### src/include/phy_mac_pkg.sv
// constants and helpers shared by the MAC data interface port logic
package phy_mac_pkg;

    localparam int unsigned CLK_HZ     = 25_000_000;
    localparam int unsigned MII10_HZ   = 2_500_000;
    localparam int unsigned SNI_HZ     = 10_000_000;
    localparam int unsigned RMII_REF_HZ = 50_000_000;

    // clock cycles between sample ticks; sni alternates two whole counts
    localparam logic [3:0] DIV_FULL   = 4'h1;
    localparam logic [3:0] DIV_MII10  = 4'(CLK_HZ / MII10_HZ);
    localparam logic [3:0] DIV_SNI_LO = 4'(CLK_HZ / SNI_HZ);
    localparam logic [3:0] DIV_SNI_HI = 4'((CLK_HZ + SNI_HZ - 1) / SNI_HZ);

    localparam logic [1:0] MODE_MII  = 2'h0;
    localparam logic [1:0] MODE_RMII = 2'h1;
    localparam logic [1:0] MODE_SNI  = 2'h2;

    localparam logic [3:0] NIB_ZERO  = 4'h0;
    localparam logic [1:0] CNT_ZERO  = 2'h0;
    localparam logic [1:0] CORRUPT_DIBIT = 2'h3;

    // last tick index of one nibble: 1, 2 or 4 ticks per nibble
    function automatic logic [1:0] nib_last(input logic [1:0] mode);
        case (mode)
            MODE_RMII: nib_last = 2'h1;
            MODE_SNI:  nib_last = 2'h3;
            default:   nib_last = 2'h0;
        endcase
    endfunction : nib_last

    // tick period for the given mode, rate and alternation phase
    function automatic logic [3:0] tick_div(input logic [1:0] mode,
                                            input logic       speed_100,
                                            input logic       phase);
        case (mode)
            MODE_MII:  tick_div = speed_100 ? DIV_FULL : DIV_MII10;
            MODE_SNI:  tick_div = phase ? DIV_SNI_LO : DIV_SNI_HI;
            default:   tick_div = DIV_FULL;
        endcase
    endfunction : tick_div

endpackage : phy_mac_pkg

### src/core/tick_gen.sv
// sample tick and clock level generator for one direction of a port
`timescale 1ns/100ps
`default_nettype none
module tick_gen (
    input  wire logic       clk,
    input  wire logic       rst_b,
    input  wire logic [3:0] per_a,
    input  wire logic [3:0] per_b,
    output logic            tick,
    output logic            lvl
);
    typedef struct packed {
        logic [3:0] cnt;
        logic       phase;
        logic       tick;
        logic       lvl;
    } tick_state_t;

    tick_state_t st_r;
    tick_state_t st_nxt;
    logic [3:0]  per_cur;

    always_comb
    begin
        st_nxt      = st_r;
        st_nxt.tick = 1'b0;
        per_cur     = st_r.phase ? per_b : per_a;
        if (st_r.cnt == 4'h0)
        begin
            st_nxt.tick  = 1'b1;
            st_nxt.cnt   = per_cur - 4'h1;
            st_nxt.phase = ~st_r.phase;
        end
        else
        begin
            st_nxt.cnt = st_r.cnt - 4'h1;
        end
        // high for the first half of each period, ticks on the rising side
        st_nxt.lvl = (st_nxt.cnt >= {1'b0, per_cur[3:1]});
    end

    always_ff @(posedge clk or negedge rst_b)
    begin
        if (!rst_b)
            st_r <= '0;
        else
            st_r <= st_nxt;
    end

    assign tick = st_r.tick;
    assign lvl  = st_r.lvl;
endmodule : tick_gen
`default_nettype wire

### src/core/tx_packer.sv
// gathers nibbles, dibits or serial bits from the mac into line nibbles
`timescale 1ns/100ps
`default_nettype none
module tx_packer (
    input  wire logic       clk,
    input  wire logic       rst_b,
    input  wire logic [1:0] mode,
    input  wire logic       tick,
    input  wire logic       en,
    input  wire logic [3:0] data,
    output logic [3:0]      nib,
    output logic            nib_vld,
    output logic            active
);
    typedef struct packed {
        logic [3:0] acc;
        logic [1:0] cnt;
        logic [3:0] nib;
        logic       vld;
        logic       active;
    } pack_state_t;

    pack_state_t st_r;
    pack_state_t st_nxt;
    logic [3:0]  shifted;

    always_comb
    begin
        st_nxt     = st_r;
        st_nxt.vld = 1'b0;
        case (mode)
            phy_mac_pkg::MODE_RMII: shifted = {data[1:0], st_r.acc[3:2]};
            phy_mac_pkg::MODE_SNI:  shifted = {data[0], st_r.acc[3:1]};
            default:                shifted = data;
        endcase
        if (tick)
        begin
            st_nxt.active = en;
            if (en)
            begin
                st_nxt.acc = shifted;
                if (st_r.cnt == phy_mac_pkg::nib_last(mode))
                begin
                    st_nxt.cnt = phy_mac_pkg::CNT_ZERO;
                    st_nxt.nib = shifted;
                    st_nxt.vld = 1'b1;
                end
                else
                begin
                    st_nxt.cnt = st_r.cnt + 2'h1;
                end
            end
            else
            begin
                // a partial nibble at frame end is dropped, no padding
                st_nxt.cnt = phy_mac_pkg::CNT_ZERO;
            end
        end
    end

    always_ff @(posedge clk or negedge rst_b)
    begin
        if (!rst_b)
            st_r <= '0;
        else
            st_r <= st_nxt;
    end

    assign nib     = st_r.nib;
    assign nib_vld = st_r.vld;
    assign active  = st_r.active;
endmodule : tx_packer
`default_nettype wire

### src/core/mac_data_port.sv
// one port of the phy-side mac data interface: mii, rmii or sni
// Notes on behaviour
// - mii transmit clock 2.5 MHz at 10, held high at 100
// - rmii leaves clock outputs unused, reference timed
// - sni 10 MHz transmit clock; mac launches on it
// - mii transmit nibble sampled on transmit clock at 10, every clock at 100
// - rmii transmit dibits sampled on reference clock
// - sni serial transmit bit sampled on clock
// - mii receive clock 2.5 MHz at 10, held high at 100
// - sni receive clock 10 MHz
// - mii receive valid marks valid nibbles
// - rmii still drives separate receive valid
// - sni leaves receive valid and error unused
// - mii 100 invalid symbol raises receive error
// - rmii 100 invalid symbol under crs_dv errors
// - rmii false carrier raises receive error
// - rmii corrupts receive data on error
// - management data line shared, phase-driven
// - rmii receive dibits on reference clock
// - sni receive bit 0, upper bits unused
// - full duplex holds collision at zero
`timescale 1ns/100ps
`default_nettype none
module mac_data_port (
    input  wire logic       CLK,
    input  wire logic       RST_B,
    input  wire logic [1:0] MODE,
    input  wire logic       SPEED_100,
    input  wire logic       FULL_DUPLEX,
    input  wire logic       TX_EN,
    input  wire logic [3:0] TXD,
    output logic            TX_CLK,
    output logic            RX_CLK,
    output logic [3:0]      RXD,
    output logic            RX_DV,
    output logic            RX_ER,
    output logic            CRS_DV,
    output logic            COL,
    output logic [3:0]      LINE_TX_DATA,
    output logic            LINE_TX_STB,
    output logic            LINE_TX_ACTIVE,
    input  wire logic [3:0] LINE_RX_DATA,
    input  wire logic       LINE_RX_VALID,
    input  wire logic       LINE_SYM_ERR,
    input  wire logic       LINE_FALSE_CARRIER,
    input  wire logic       LINE_CARRIER,
    input  wire logic       LINE_COLLISION,
    output logic            LINE_RX_TAKE,
    input  wire logic       MDC,
    input  wire logic       MDIO_I,
    output logic            MDIO_O,
    output logic            MDIO_OE,
    input  wire logic       MGMT_MDIO_O,
    input  wire logic       MGMT_MDIO_OE,
    output logic            MGMT_MDC,
    output logic            MGMT_MDIO_I
);
    // one instance per port; nothing here is shared between ports
    typedef struct packed {
        logic [3:0] sh;
        logic [1:0] cnt;
        logic       v_l;
        logic       e_l;
        logic [3:0] rxd;
        logic       rx_dv;
        logic       rx_er;
        logic       crs_dv;
        logic       col;
        logic       take;
        logic       tx_clk;
        logic       rx_clk;
        logic [1:0] mdc_s;
        logic [1:0] mdio_s;
        logic       mdio_o;
        logic       mdio_oe;
    } port_state_t;

    port_state_t st_r;
    port_state_t st_nxt;

    logic       tx_tick;
    logic       tx_lvl;
    logic       rx_tick;
    logic       rx_lvl;
    logic [3:0] per_a;
    logic [3:0] per_b;
    logic       is_mii;
    logic       is_rmii;
    logic       is_sni;
    logic [3:0] cur;
    logic       cur_v;
    logic       cur_e;
    logic       err_now;
    logic [1:0] dibit;

    assign is_mii  = (MODE == phy_mac_pkg::MODE_MII);
    assign is_rmii = (MODE == phy_mac_pkg::MODE_RMII);
    assign is_sni  = (MODE == phy_mac_pkg::MODE_SNI);
    assign per_a   = phy_mac_pkg::tick_div(MODE, SPEED_100, 1'b0);
    assign per_b   = phy_mac_pkg::tick_div(MODE, SPEED_100, 1'b1);

    // transmit and receive share the divider setting; the receive side
    // stands in for the recovered clock and paces the line logic through LINE_RX_TAKE
    tick_gen u_tx_tick (
        .clk   (CLK),
        .rst_b (RST_B),
        .per_a (per_a),
        .per_b (per_b),
        .tick  (tx_tick),
        .lvl   (tx_lvl)
    );

    tick_gen u_rx_tick (
        .clk   (CLK),
        .rst_b (RST_B),
        .per_a (per_a),
        .per_b (per_b),
        .tick  (rx_tick),
        .lvl   (rx_lvl)
    );

    // the mac keeps TX_EN framing its data; the packer trusts it
    tx_packer u_tx_pack (
        .clk     (CLK),
        .rst_b   (RST_B),
        .mode    (MODE),
        .tick    (tx_tick),
        .en      (TX_EN),
        .data    (TXD),
        .nib     (LINE_TX_DATA),
        .nib_vld (LINE_TX_STB),
        .active  (LINE_TX_ACTIVE)
    );

    always_comb
    begin
        st_nxt      = st_r;
        st_nxt.take = 1'b0;
        cur         = (st_r.cnt == phy_mac_pkg::CNT_ZERO) ? LINE_RX_DATA : st_r.sh;
        cur_v       = (st_r.cnt == phy_mac_pkg::CNT_ZERO) ? LINE_RX_VALID : st_r.v_l;
        cur_e       = (st_r.cnt == phy_mac_pkg::CNT_ZERO) ? LINE_SYM_ERR : st_r.e_l;
        err_now     = 1'b0;
        dibit       = cur[1:0];

        st_nxt.tx_clk = tx_lvl && !is_rmii;
        st_nxt.rx_clk = rx_lvl && !is_rmii;

        if (rx_tick)
        begin
            if (st_r.cnt == phy_mac_pkg::CNT_ZERO)
            begin
                st_nxt.take = 1'b1;
                st_nxt.v_l  = LINE_RX_VALID;
                st_nxt.e_l  = LINE_SYM_ERR;
            end
            st_nxt.cnt = (st_r.cnt == phy_mac_pkg::nib_last(MODE)) ?
                         phy_mac_pkg::CNT_ZERO : st_r.cnt + 2'h1;
            case (MODE)
                phy_mac_pkg::MODE_RMII:
                begin
                    st_nxt.sh     = {2'h0, cur[3:2]};
                    st_nxt.crs_dv = LINE_CARRIER || cur_v;
                    err_now = (SPEED_100 && cur_e && st_nxt.crs_dv)
                              || LINE_FALSE_CARRIER;
                    if (err_now)
                        dibit = cur[1:0] ^ phy_mac_pkg::CORRUPT_DIBIT;
                    st_nxt.rxd   = {2'h0, dibit};
                    st_nxt.rx_dv = cur_v;
                    st_nxt.rx_er = err_now;
                    st_nxt.col   = 1'b0;
                end
                phy_mac_pkg::MODE_SNI:
                begin
                    st_nxt.sh     = {1'b0, cur[3:1]};
                    st_nxt.crs_dv = LINE_CARRIER;
                    st_nxt.rxd    = {3'h0, cur[0]};
                    st_nxt.rx_dv  = 1'b0;
                    st_nxt.rx_er  = 1'b0;
                    st_nxt.col    = LINE_COLLISION && !FULL_DUPLEX;
                end
                default:
                begin
                    st_nxt.sh     = phy_mac_pkg::NIB_ZERO;
                    st_nxt.crs_dv = LINE_CARRIER;
                    st_nxt.rxd    = cur;
                    st_nxt.rx_dv  = cur_v;
                    st_nxt.rx_er  = SPEED_100 && cur_v && cur_e;
                    st_nxt.col    = LINE_COLLISION && !FULL_DUPLEX;
                end
            endcase
        end
        if (FULL_DUPLEX)
            st_nxt.col = 1'b0;

        // mdc may run asynchronously to CLK, so both lines are synchronised
        st_nxt.mdc_s   = {st_r.mdc_s[0], MDC};
        st_nxt.mdio_s  = {st_r.mdio_s[0], MDIO_I};
        st_nxt.mdio_o  = MGMT_MDIO_O;
        st_nxt.mdio_oe = MGMT_MDIO_OE;
    end

    always_ff @(posedge CLK or negedge RST_B)
    begin
        if (!RST_B)
            st_r <= '0;
        else
            st_r <= st_nxt;
    end

    assign TX_CLK       = st_r.tx_clk;
    assign RX_CLK       = st_r.rx_clk;
    assign RXD          = st_r.rxd;
    assign RX_DV        = st_r.rx_dv;
    assign RX_ER        = st_r.rx_er;
    assign CRS_DV       = st_r.crs_dv;
    assign COL          = st_r.col;
    assign LINE_RX_TAKE = st_r.take;
    assign MDIO_O       = st_r.mdio_o;
    assign MDIO_OE      = st_r.mdio_oe;
    assign MGMT_MDC     = st_r.mdc_s[1];
    assign MGMT_MDIO_I  = st_r.mdio_s[1];
endmodule : mac_data_port
`default_nettype wire

### config.mk
export PLATFORM = sky130hd
export DESIGN_NAME = mac_data_port
export DESIGN_NICKNAME = d
export VERILOG_FILES = /design/src/include/phy_mac_pkg.sv /design/src/core/tick_gen.sv /design/src/core/tx_packer.sv /design/src/core/mac_data_port.sv
export SDC_FILE = /design/constraint.sdc
export NUM_CORES = 1
export LEC_CHECK = 0
export ABC_AREA = 1
export BUFFER_PORTS_ARGS = -buffer_cell sky130_fd_sc_hd__buf_2
export CAP_MARGIN = 0
export CORE_MARGIN = 5
export CORE_UTILIZATION = 30
export DETAILED_ROUTE_END_ITERATION = 6
export SYNTH_ARGS = -nofsm -noshare
export SYNTH_HDL_FRONTEND = slang
export SYNTH_SLANG_ARGS = --single-unit
### constraint.sdc
create_clock -name CLK -period 2.25 [get_ports CLK]
set_input_delay 0.3375 -clock CLK [delete_from_list [all_inputs] [get_ports CLK]]
set_output_delay 0.3375 -clock CLK [all_outputs]
set_load 0.05 [all_outputs]
==> flow_summary_export.csv, run 1 <==
group,metric,value,unit
layout,final_nets,366,
timing,max_slew_margin,72.1,%
synth,synth-seq-area-share,48.5,%
layout,final_cell_area,0.00299,sq mm
critical_path,path_cells,"buf_2 -> inv_1 -> ha_1 -> inv_1 -> nand2_1 -> nand3_2 -> nand2_1 -> nand2_1 -> a21oi_4 -> ha_1 -> xor2_1 -> ha_1 -> a21oi_1 -> nand3_1",
grt,antenna_found_initial,0,
detailed_routing,totalWireLength,5090,um
floorplanning,die_y,102,um
synth,synth_area_leader_cell,"dfrtp_1",
clock_tree,ctsRootBufferMaster,"clkbuf_8",
layout,mostFrequentLayoutCells,"nand2_1, dfrtp_1, buf_2, inv_1, nand3_1",
grt,grt_pass1_wl,8800,um
timing,fmax,514,MHz
place,portBuffers,44,
power_and_ir_drop,p_per_area,1270,mW/mm^2
detailed_routing,post_drt_via_cell_ratio,4.35,
critical_path,slowest_delay,0.26,ns
timing,tns,0,ns
timing,fin_hold_ws,0.139,ns
synth,synthTopCellsByArea,"dfrtp_1, nand2_1, inv_1",
clock_tree,path_clk_slew,0.09,ns
floorplanning,num_io_pins,45,
critical_path,end_kind,"register",
detailed_routing,drt_iter0_drc,26,
synth,synth_top_family_by_area,"simple AND/OR/NAND/NOR gates",
synth,synth-xor-area-share,1.04,%
clock_tree,cts.sinks,49,
layout,fin_util,36.4,%
clock_tree,clock_latency,0.30,ns
grt,grt_max_degree,21,
place,hpwlAfterDp,4130,um
worst_hold_path,hold_class,"in2reg",
synth,synth_nets,316,
synth,syn_area,0.00253,sq mm
synth,synthCells,282,
synth,synth-simple-area-share,24.0,%
clock_tree,numCtsBuffers,5,
detailed_routing,wl_per_cell,11.7,um
place,dp_cells,429,
timing,rsz0062_at_grt,"false",
power_and_ir_drop,leakage,1.60,nW
critical_path,cp.arrival,2.13,ns
critical_path,worst-endpoint-required,2.44,ns
critical_path,critPathTopFamily,"adder cells",
synth,ys_warn_count,0,
clock_tree,cts_setup_buffers,0,
timing,setup_violations,0,
synth,ys_types,36,
layout,layout_commonest_cell,"nand2_1",
timing,clock_skew,0.0119,ns
grt,grt.overflow.total,0,
layout,antenna_cells,0,
run_status,status,"finished, final reports clean",
detailed_routing,drtAntennaViolNets,0,
synth,ys_ff_latch,49,
timing,hold_violations,0,
synth,yosysTopAreaCellShare,48.5,%
synth,synth_area_per_cell,8.97,sq um
timing,maxSlewViolCount,0,
layout,drive_gt1_share,28.9,%
floorplanning,die_x,102,um
timing,timing.final.ws_setup,0.305,ns
clock_tree,htree_levels,2,
critical_path,crit_fanout,5,
clock_tree,cts_tree,"yes",
critical_path,crit_type,"in2reg",
floorplanning,design.core.area,0.00822,sq mm
critical_path,slowest_stage,"ha_1",
layout,fin_cells,437,
grt,track_usage,10.8,%
layout,area_growth,18.2,%
detailed_routing,first_pass_iters,4,
critical_path,critPathLaunchType,"primary input",
place,dp_slack,-0.0242,ns
synth,synth.area.mux_share,3.17,%
timing,fin_crit_sh,86.4,%
synth,synth_adder_area_share,4.95,%
detailed_routing,vias,1901,
run,max-cap-violations,0,
floorplanning,rows,33,
floorplanning,start_util,30.8,%
synth,synth-compound-area-share,8.46,%
timing,worst_pin_slew,0.419,ns
place,gp_congestion,0.857,
grt,grt_pass1_vias,1930,
floorplanning,die_area,0.0104,sq mm
timing,period_needed,1.94,ns
critical_path,cp.buffers_inverters,3,
power_and_ir_drop,p_total,3.80,mW
place,placed_area,0.00288,sq mm
clock_tree,clock_tree.buffer_depth,2,
power_and_ir_drop,vdd.ir_drop.worst,0.369,mV
detailed_routing,drc,0,
==> final timing paths <==
path | depth (start not counted) | startpoint | endpoint | slack (ns)
hold reg to reg | 0 | st_nxt[5] | MGMT_MDC | 0.36
max in group asynchronous | 3 | RST_B | u_rx_tick.lvl | 1.21
setup / recovery | 14 | MODE[0] | u_tx_tick.lvl | 0.31
min in group asynchronous | 2 | RST_B | u_tx_pack.nib[3] | 0.45
setup reg to reg | 9 | u_tx_tick.st_r[4] | u_tx_tick.lvl | 0.36
hold / removal | 1 | MDC | st_nxt[5] | 0.14
==> power by group <==
group | switching [mW] | total, mW | internal, mW
Combinational | 1.22 | 1.81 | 0.592
Clock | 0.277 | 0.600 | 0.323
Sequential | 0.182 | 1.39 | 1.21
Total | 1.68 | 3.80 | 2.12
==> Yosys cell counts <==
cell type / number
nand2_1: 65
dfrtp_1: 49
inv_1: 38
nand3_1: 18
o21ai_0: 16
nor2_1: 13
nand2_2: 11
ha_1: 10
buf_4: 9
a21oi_1: 7
inv_2: 7
mux2_4: 4
nor3_1: 3
xor2_1: 3
clkbuf_1: 2
mux2i_1: 2
nand2_4: 2
nor2_4: 2
o21ai_2: 2
o221ai_1: 2
o31ai_1: 2
a21o_1: 1
a21oi_4: 1
a31oi_1: 1
buf_2: 1
nand3_2: 1
nand3_4: 1
nand4_1: 1
nand4_4: 1
nor2_2: 1
nor2_8: 1
o211ai_1: 1
o21ai_1: 1
o22ai_1: 1
or2_0: 1
or2_4: 1
==> worst register-to-register path: stages (launching register included) <==
cell and delay [ns]:
dfrtp_1 0.41, nor2_1 0.12, nand3_1 0.13, inv_1 0.18, a21oi_4 0.08, ha_1 0.20, xor2_1 0.15, ha_1 0.29
a21oi_1 0.14, nand3_1 0.09
==> flip-flops by register name (all words and copies together) (netlist names), 2 cells and up <==
register and flops:
st_nxt 2, RXD 4, u_tx_pack.nib 4, u_rx_tick.st_r 5, u_tx_pack.st_r 5, st_r 7
u_tx_tick.st_r 5
==> area by class of cell <==
class,instances,area (sq um)
multi-input combinational,176,1050
inverter,45,169
clock buffer,5,68.8
fill,863,5230
timing repair buffer,55,305
clock inverter,2,35.0
sequential,49,1230
tap,105,131
==> per-layer routing <==
layer  vias to the layer above  GRT usage [%]  share of wire, %
li1                        982              -                 -
met4                         0           3.33               1.4
met5                         -              0                 0
met1                       883           12.9                43
met3                         6           2.59               5.2
met2                        30           19.2                51
==> cell families after synthesis <==
family	count (synthesis)
AOI/OAI and AO/OA	35
xor gates and xnor gates	3
adders and majority gates	10
buffers and inverters	57
DFF	49
muxes	6
and+or+nand+nor	122
==> timing repair <==
| action | CTS | global route |
|---|---|---|
| resized for setup | 0 | 0 |
| endpoints found under the hold margin | 13 | 0 |
| hold buffers | 1 | 0 |
Note: power is estimated with default switching activity, not from simulation.
==> run 2: changes to the inputs <==
--- a/config.mk
+++ b/config.mk
@@ -9,8 +9,9 @@
 export BUFFER_PORTS_ARGS = -buffer_cell sky130_fd_sc_hd__buf_2
 export CAP_MARGIN = 0
 export CORE_MARGIN = 5
-export CORE_UTILIZATION = 30
+export CORE_UTILIZATION = 42
 export DETAILED_ROUTE_END_ITERATION = 6
+export GPL_ROUTABILITY_DRIVEN = 0
 export SYNTH_ARGS = -nofsm -noshare
 export SYNTH_HDL_FRONTEND = slang
 export SYNTH_SLANG_ARGS = --single-unit
==> run 2 against run 1 <==
  * Clock skew fell by 0.0071 ns
  * Hold slack worse by 0.12 ns
  * Worst setup slack got worse by 0.019 ns
  * Sequential power hardly changed
  * Combinational power hardly changed
  * Clock power shrank 5.3%
  * Non-clock buffer count down 3
  * Design area shrank 1.8%
  * Critical path depth unchanged
  * Register-to-register slack better by 0.03 ns
  * Via count decreased by 0.79%
  * Cell count fell by 7.3%
  * Critical path type unchanged
==> flow_summary_export.csv, run 2 (synthesis results as in run 1) <==
group,metric,value,unit
run_status,status,"finished, final reports clean",
clock_tree,cts_hold_buf,0,
floorplanning,die_x,87.6,um
detailed_routing,first_pass_iters,4,
critical_path,worst-endpoint-required,2.44,ns
critical_path,crit_type,"in2reg",
grt,track_usage,14.1,%
timing,worst_pin_slew,0.556,ns
critical_path,cp.buffers_inverters,3,
critical_path,r2r_cells,9,
layout,final_nets,363,
clock_tree,clock_latency,0.30,ns
timing,setup_violations,0,
clock_tree,post_cts_resized,0,
timing,clock_skew,0.00486,ns
layout,largest_reg_flops,7,
power_and_ir_drop,swShare,44.8,%
power_and_ir_drop,p_per_area,1280,mW/mm^2
clock_tree,path_clk_slew,0.09,ns
timing,timing.final.ws_setup,0.286,ns
grt,grt_max_degree,28,
critical_path,critPathTopFamily,"adder cells",
power_and_ir_drop,intPower,2.08,mW
place,dp_slack,-0.0663,ns
critical_path,path_cells,"buf_2 -> inv_1 -> ha_1 -> inv_1 -> nand2_1 -> nand3_2 -> nand2_1 -> nand2_1 -> a21oi_4 -> ha_1 -> xor2_1 -> ha_1 -> a21oi_1 -> nand3_1",
floorplanning,die_y,87.6,um
timing,hold_violations,0,
floorplanning,die_area,0.00767,sq mm
layout,mostFrequentLayoutCells,"nand2_1, dfrtp_1, buf_2, inv_1, nand3_1",
critical_path,cp.arrival,2.15,ns
timing,max_slew_margin,62.9,%
floorplanning,design.core.area,0.00589,sq mm
critical_path,r2r-end,"u_tx_tick.lvl",
floorplanning,rows,28,
layout,fin_util,49.9,%
critical_path,critPathLaunchType,"primary input",
place,hpwlAfterDp,3780,um
worst_hold_path,hold_class,"in2async",
power_and_ir_drop,seqPwrFrac,36.8,%
power_and_ir_drop,leakage,1.59,nW
timing,fin_hold_ws,0.0153,ns
timing,rsz0062_at_grt,"false",
detailed_routing,wl_per_cell,11.8,um
place,portBuffers,44,
power_and_ir_drop,pwr-share-clk,15.1,%
grt,antenna_found_initial,0,
layout,area_growth,16.1,%
layout,antenna_cells,0,
timing,maxSlewViolCount,0,
clock_tree,ctsRootBufferMaster,"clkbuf_8",
power_and_ir_drop,p_switching,1.69,mW
clock_tree,htree_levels,2,
clock_tree,cts_tree,"yes",
clock_tree,numCtsBuffers,5,
critical_path,end_kind,"register",
critical_path,r2r_slack,0.39,ns
critical_path,slowest_stage,"ha_1",
clock_tree,cts_setup_buffers,0,
clock_tree,clock_tree.buffer_depth,2,
critical_path,crit_fanout,5,
grt,grt_pass1_wl,8600,um
layout,drive_gt1_share,28.8,%
floorplanning,start_util,43.0,%
critical_path,slowest_delay,0.28,ns
detailed_routing,totalWireLength,4780,um
grt,grt_pass1_vias,1964,
floorplanning,num_io_pins,45,
detailed_routing,drtAntennaViolNets,0,
detailed_routing,drc,0,
power_and_ir_drop,comb_power_share,48.1,%
run,max-cap-violations,0,
detailed_routing,post_drt_via_cell_ratio,4.66,
timing,fmax,509,MHz
grt,grt.overflow.total,0,
detailed_routing,drt_iter0_drc,67,
detailed_routing,vias,1886,
power_and_ir_drop,vdd.ir_drop.worst,0.485,mV
critical_path,worstReg2RegStart,"u_tx_tick.st_r[4]",
layout,layout_commonest_cell,"nand2_1",
layout,regMostFlops,"st_r",
timing,period_needed,1.96,ns
timing,fin_crit_sh,87.3,%
clock_tree,cts.sinks,49,
==> run 2: cell count changes in the layout (fill, tap and decap cells not counted) <==
cell / delta
buf_4: -3
clkbuf_8: +2
bufinv_16: -1
dlygate4sd3_1: -1
buf_12: +1
==> run 2: metrics by stage <==
stage          power [mW]  cell area, sq um  cells  TNS [ns]
2_1_floorplan        2.93              2530    282         0
3_3_place_gp         3.21              2840    397         0
3_5_place_dp         3.24              2840    397   -0.0663
4_1_cts              3.83              2940    405         0
5_1_grt              4.09              2940    405         0
6_report             3.76              2940    405         0
==> run 2: worst max-delay path by stage <==
stage,from,endpoint,slack (ns),cells past startpoint
floorplan,MODE[0],u_tx_tick.lvl,0.18,13
global placement,MODE[0],u_tx_tick.lvl,0.04,14
detailed placement,MODE[0],u_tx_tick.lvl,-0.07,14
CTS,MODE[0],u_tx_tick.lvl,0.27,14
global route,MODE[0],u_tx_tick.lvl,0.13,16
finish,MODE[0],u_tx_tick.lvl,0.29,14
==> run 2: power groups by stage <==
| stage | Sequential [mW] | Clock [mW] | Combinational [mW] |
|---|---|---|---|
| CTS | 1.39 | 0.594 | 1.84 |
| finish | 1.39 | 0.568 | 1.81 |
| floorplan | 1.55 | 0 | 1.38 |
| global route | 1.44 | 0.625 | 2.03 |
| detailed placement | 1.41 | 0 | 1.83 |
| global placement | 1.40 | 0 | 1.81 |
==> run 2: layout make-up <==
class	instances	area [sq um]
Multi-Input combinational cell	176	1050
Tap cell	75	93.8
Timing Repair Buffer	52	293
Clock buffer	7	96.3
Inverter	45	169
Clock inverter	1	5.00
Sequential cell	49	1230
Fill cell	579	2950
==> run 2: worst register-to-register path: cells and delay by family (launching register included) <==
family / cells / cell delay (ns)
AND/OR/NAND/NOR: 3 / 0.32
buffers and inverters: 1 / 0.17
XOR/XNOR: 1 / 0.15
flip-flops: 1 / 0.40
adder cells (fa/ha/maj): 2 / 0.49
AO/OA/AOI/OAI: 2 / 0.22
==> run 2: per-layer routing <==
| metal | global-route usage (%) | part of all wire [%] |
|---|---|---|
| met2 | 25.3 | 51 |
| met4 | 3.35 | 0.44 |
| met3 | 3.01 | 5.0 |
| met5 | 0 | 0 |
| met1 | 17.3 | 44 |
==> run 3: changes to the inputs <==
--- a/config.mk
+++ b/config.mk
@@ -10,8 +10,10 @@
 export CAP_MARGIN = 0
 export CORE_MARGIN = 5
 export CORE_UTILIZATION = 42
+export CTS_CLUSTER_SIZE = 16
 export DETAILED_ROUTE_END_ITERATION = 6
 export GPL_ROUTABILITY_DRIVEN = 0
+export PLACE_DENSITY = 0.66
 export SYNTH_ARGS = -nofsm -noshare
 export SYNTH_HDL_FRONTEND = slang
 export SYNTH_SLANG_ARGS = --single-unit
==> run 3 against run 2 <==
  * Core utilization is 0.064 points lower
  * Die area did not move
  * Cell count is 0.25% higher
  * Wire length rose by 1.9%
  * Largest power group unchanged
  * Critical path depth stayed put
  * Clock skew up 0.0062 ns
  * Fmax down 0.60%
==> flow_summary_export.csv, run 3 (synthesis results as in run 1) <==
group,metric,value,unit
detailed_routing,wl_per_cell,12.0,um
timing,clock_skew,0.0111,ns
layout,largest_reg_flops,7,
grt,grt_pass1_vias,1889,
critical_path,worst-endpoint-required,2.44,ns
floorplanning,rows,28,
critical_path,cp.arrival,2.17,ns
layout,drive_gt1_share,29.0,%
grt,antenna_found_initial,0,
critical_path,crit_type,"in2reg",
critical_path,worstReg2RegStart,"u_tx_tick.st_r[4]",
power_and_ir_drop,vdd.ir_drop.worst,0.545,mV
layout,regMostFlops,"st_r",
clock_tree,cts.sinks,49,
grt,grt.overflow.total,0,
floorplanning,die_area,0.00767,sq mm
floorplanning,die_y,87.6,um
place,placed_area,0.00284,sq mm
timing,period_needed,1.98,ns
layout,layout_commonest_cell,"nand2_1",
timing,fin_crit_sh,87.8,%
detailed_routing,first_pass_iters,4,
place,dp_cells,398,
timing,maxSlewViolCount,0,
detailed_routing,drt_iter0_drc,73,
floorplanning,num_io_pins,45,
clock_tree,numCtsBuffers,5,
detailed_routing,post_drt_via_cell_ratio,4.68,
clock_tree,cts_setup_buffers,0,
place,hpwlAfterDp,3770,um
power_and_ir_drop,leakage,1.59,nW
timing,rsz0062_at_grt,"false",
timing,worst_pin_slew,0.577,ns
run,max-cap-violations,0,
critical_path,r2r-end,"u_tx_tick.lvl",
critical_path,critPathLaunchType,"primary input",
worst_hold_path,hold_class,"in2async",
floorplanning,die_x,87.6,um
timing,fmax,506,MHz
layout,area_growth,16.0,%
timing,max_slew_margin,61.5,%
timing,hold_violations,0,
clock_tree,clock_tree.buffer_depth,2,
grt,grt_max_degree,27,
clock_tree,path_clk_slew,0.09,ns
grt,track_usage,13.8,%
layout,fin_cells,406,
floorplanning,start_util,43.0,%
clock_tree,ctsRootBufferMaster,"clkbuf_8",
floorplanning,design.core.area,0.00589,sq mm
detailed_routing,vias,1901,
detailed_routing,drc,0,
critical_path,crit_fanout,5,
timing,setup_violations,0,
run_status,status,"finished, final reports clean",
layout,final_cell_area,0.00293,sq mm
detailed_routing,totalWireLength,4870,um
layout,antenna_cells,0,
layout,final_nets,364,
critical_path,r2r_slack,0.40,ns
clock_tree,cts_hold_buf,0,
place,portBuffers,44,
power_and_ir_drop,p_per_area,1270,mW/mm^2
clock_tree,clock_latency,0.31,ns
critical_path,end_kind,"register",
detailed_routing,drtAntennaViolNets,0,
clock_tree,htree_levels,2,
grt,grt_pass1_wl,8440,um
critical_path,r2r_cells,9,
clock_tree,post_cts_resized,0,
layout,mostFrequentLayoutCells,"nand2_1, dfrtp_1, buf_2, inv_1, nand3_1",
clock_tree,cts_tree,"yes",
[run 3: stage by stage]
stage / total power, mW / setup slack [ns] / util, % / hold WS (ns) / TNS (ns)
2_1_floorplan: 2.93 / 0.182 / - / 0.0419 / 0
3_3_place_gp: 3.20 / 0.0423 / 48.3 / 0.332 / 0
3_5_place_dp: 3.23 / -0.0272 / 48.3 / 0.335 / -0.0272
4_1_cts: 3.77 / 0.291 / 49.8 / 0.0357 / 0
5_1_grt: 4.05 / 0.111 / 49.8 / 0.0655 / 0
6_report: 3.73 / 0.275 / 49.8 / 0.0178 / 0
[run 3: worst max-delay path by stage]
stage,startpoint,to,slack [ns],cells after the start
3_5_place_dp,MODE[0],u_tx_tick.lvl,-0.03,14
5_1_grt,MODE[0],u_tx_tick.lvl,0.11,14
2_1_floorplan,MODE[0],u_tx_tick.lvl,0.18,13
6_report,MODE[0],u_tx_tick.lvl,0.27,14
4_1_cts,MODE[0],u_tx_tick.lvl,0.29,14
3_3_place_gp,MODE[0],u_tx_tick.lvl,0.04,14
[run 3: routing by layer]
layer | track usage (%) | vias to the layer above | routed length (um)
li1 | - | 982 | -
met1 | 16.8 | 885 | 2120
met2 | 24.5 | 28 | 2450
met3 | 3.10 | 6 | 241
met4 | 3.77 | 0 | 59
met5 | 0 | - | 0
[run 3: area by class of cell]
class	instances	area, sq um
timing repair buffer	53	300
fill	586	2950
tap	75	93.8
inverter	45	169
sequential	49	1230
clock buffer	5	68.8
clock inverter	3	21.3
multi-input combinational	176	1050
[run 3: power by group]
part / total [mW] / internal (mW) / switching, mW
combinational: 1.81 / 0.591 / 1.22
clock: 0.533 / 0.221 / 0.312
sequential: 1.38 / 1.20 / 0.180
[run 3: worst max-delay path, stage by stage]
cell and delay, ns:
buf_2 0.11, inv_1 0.10, ha_1 0.27, inv_1 0.09
nand2_1 0.08, nand3_2 0.07, nand2_1 0.06, nand2_1 0.08
a21oi_4 0.13, ha_1 0.17, xor2_1 0.20, ha_1 0.26
a21oi_1 0.14, nand3_1 0.08
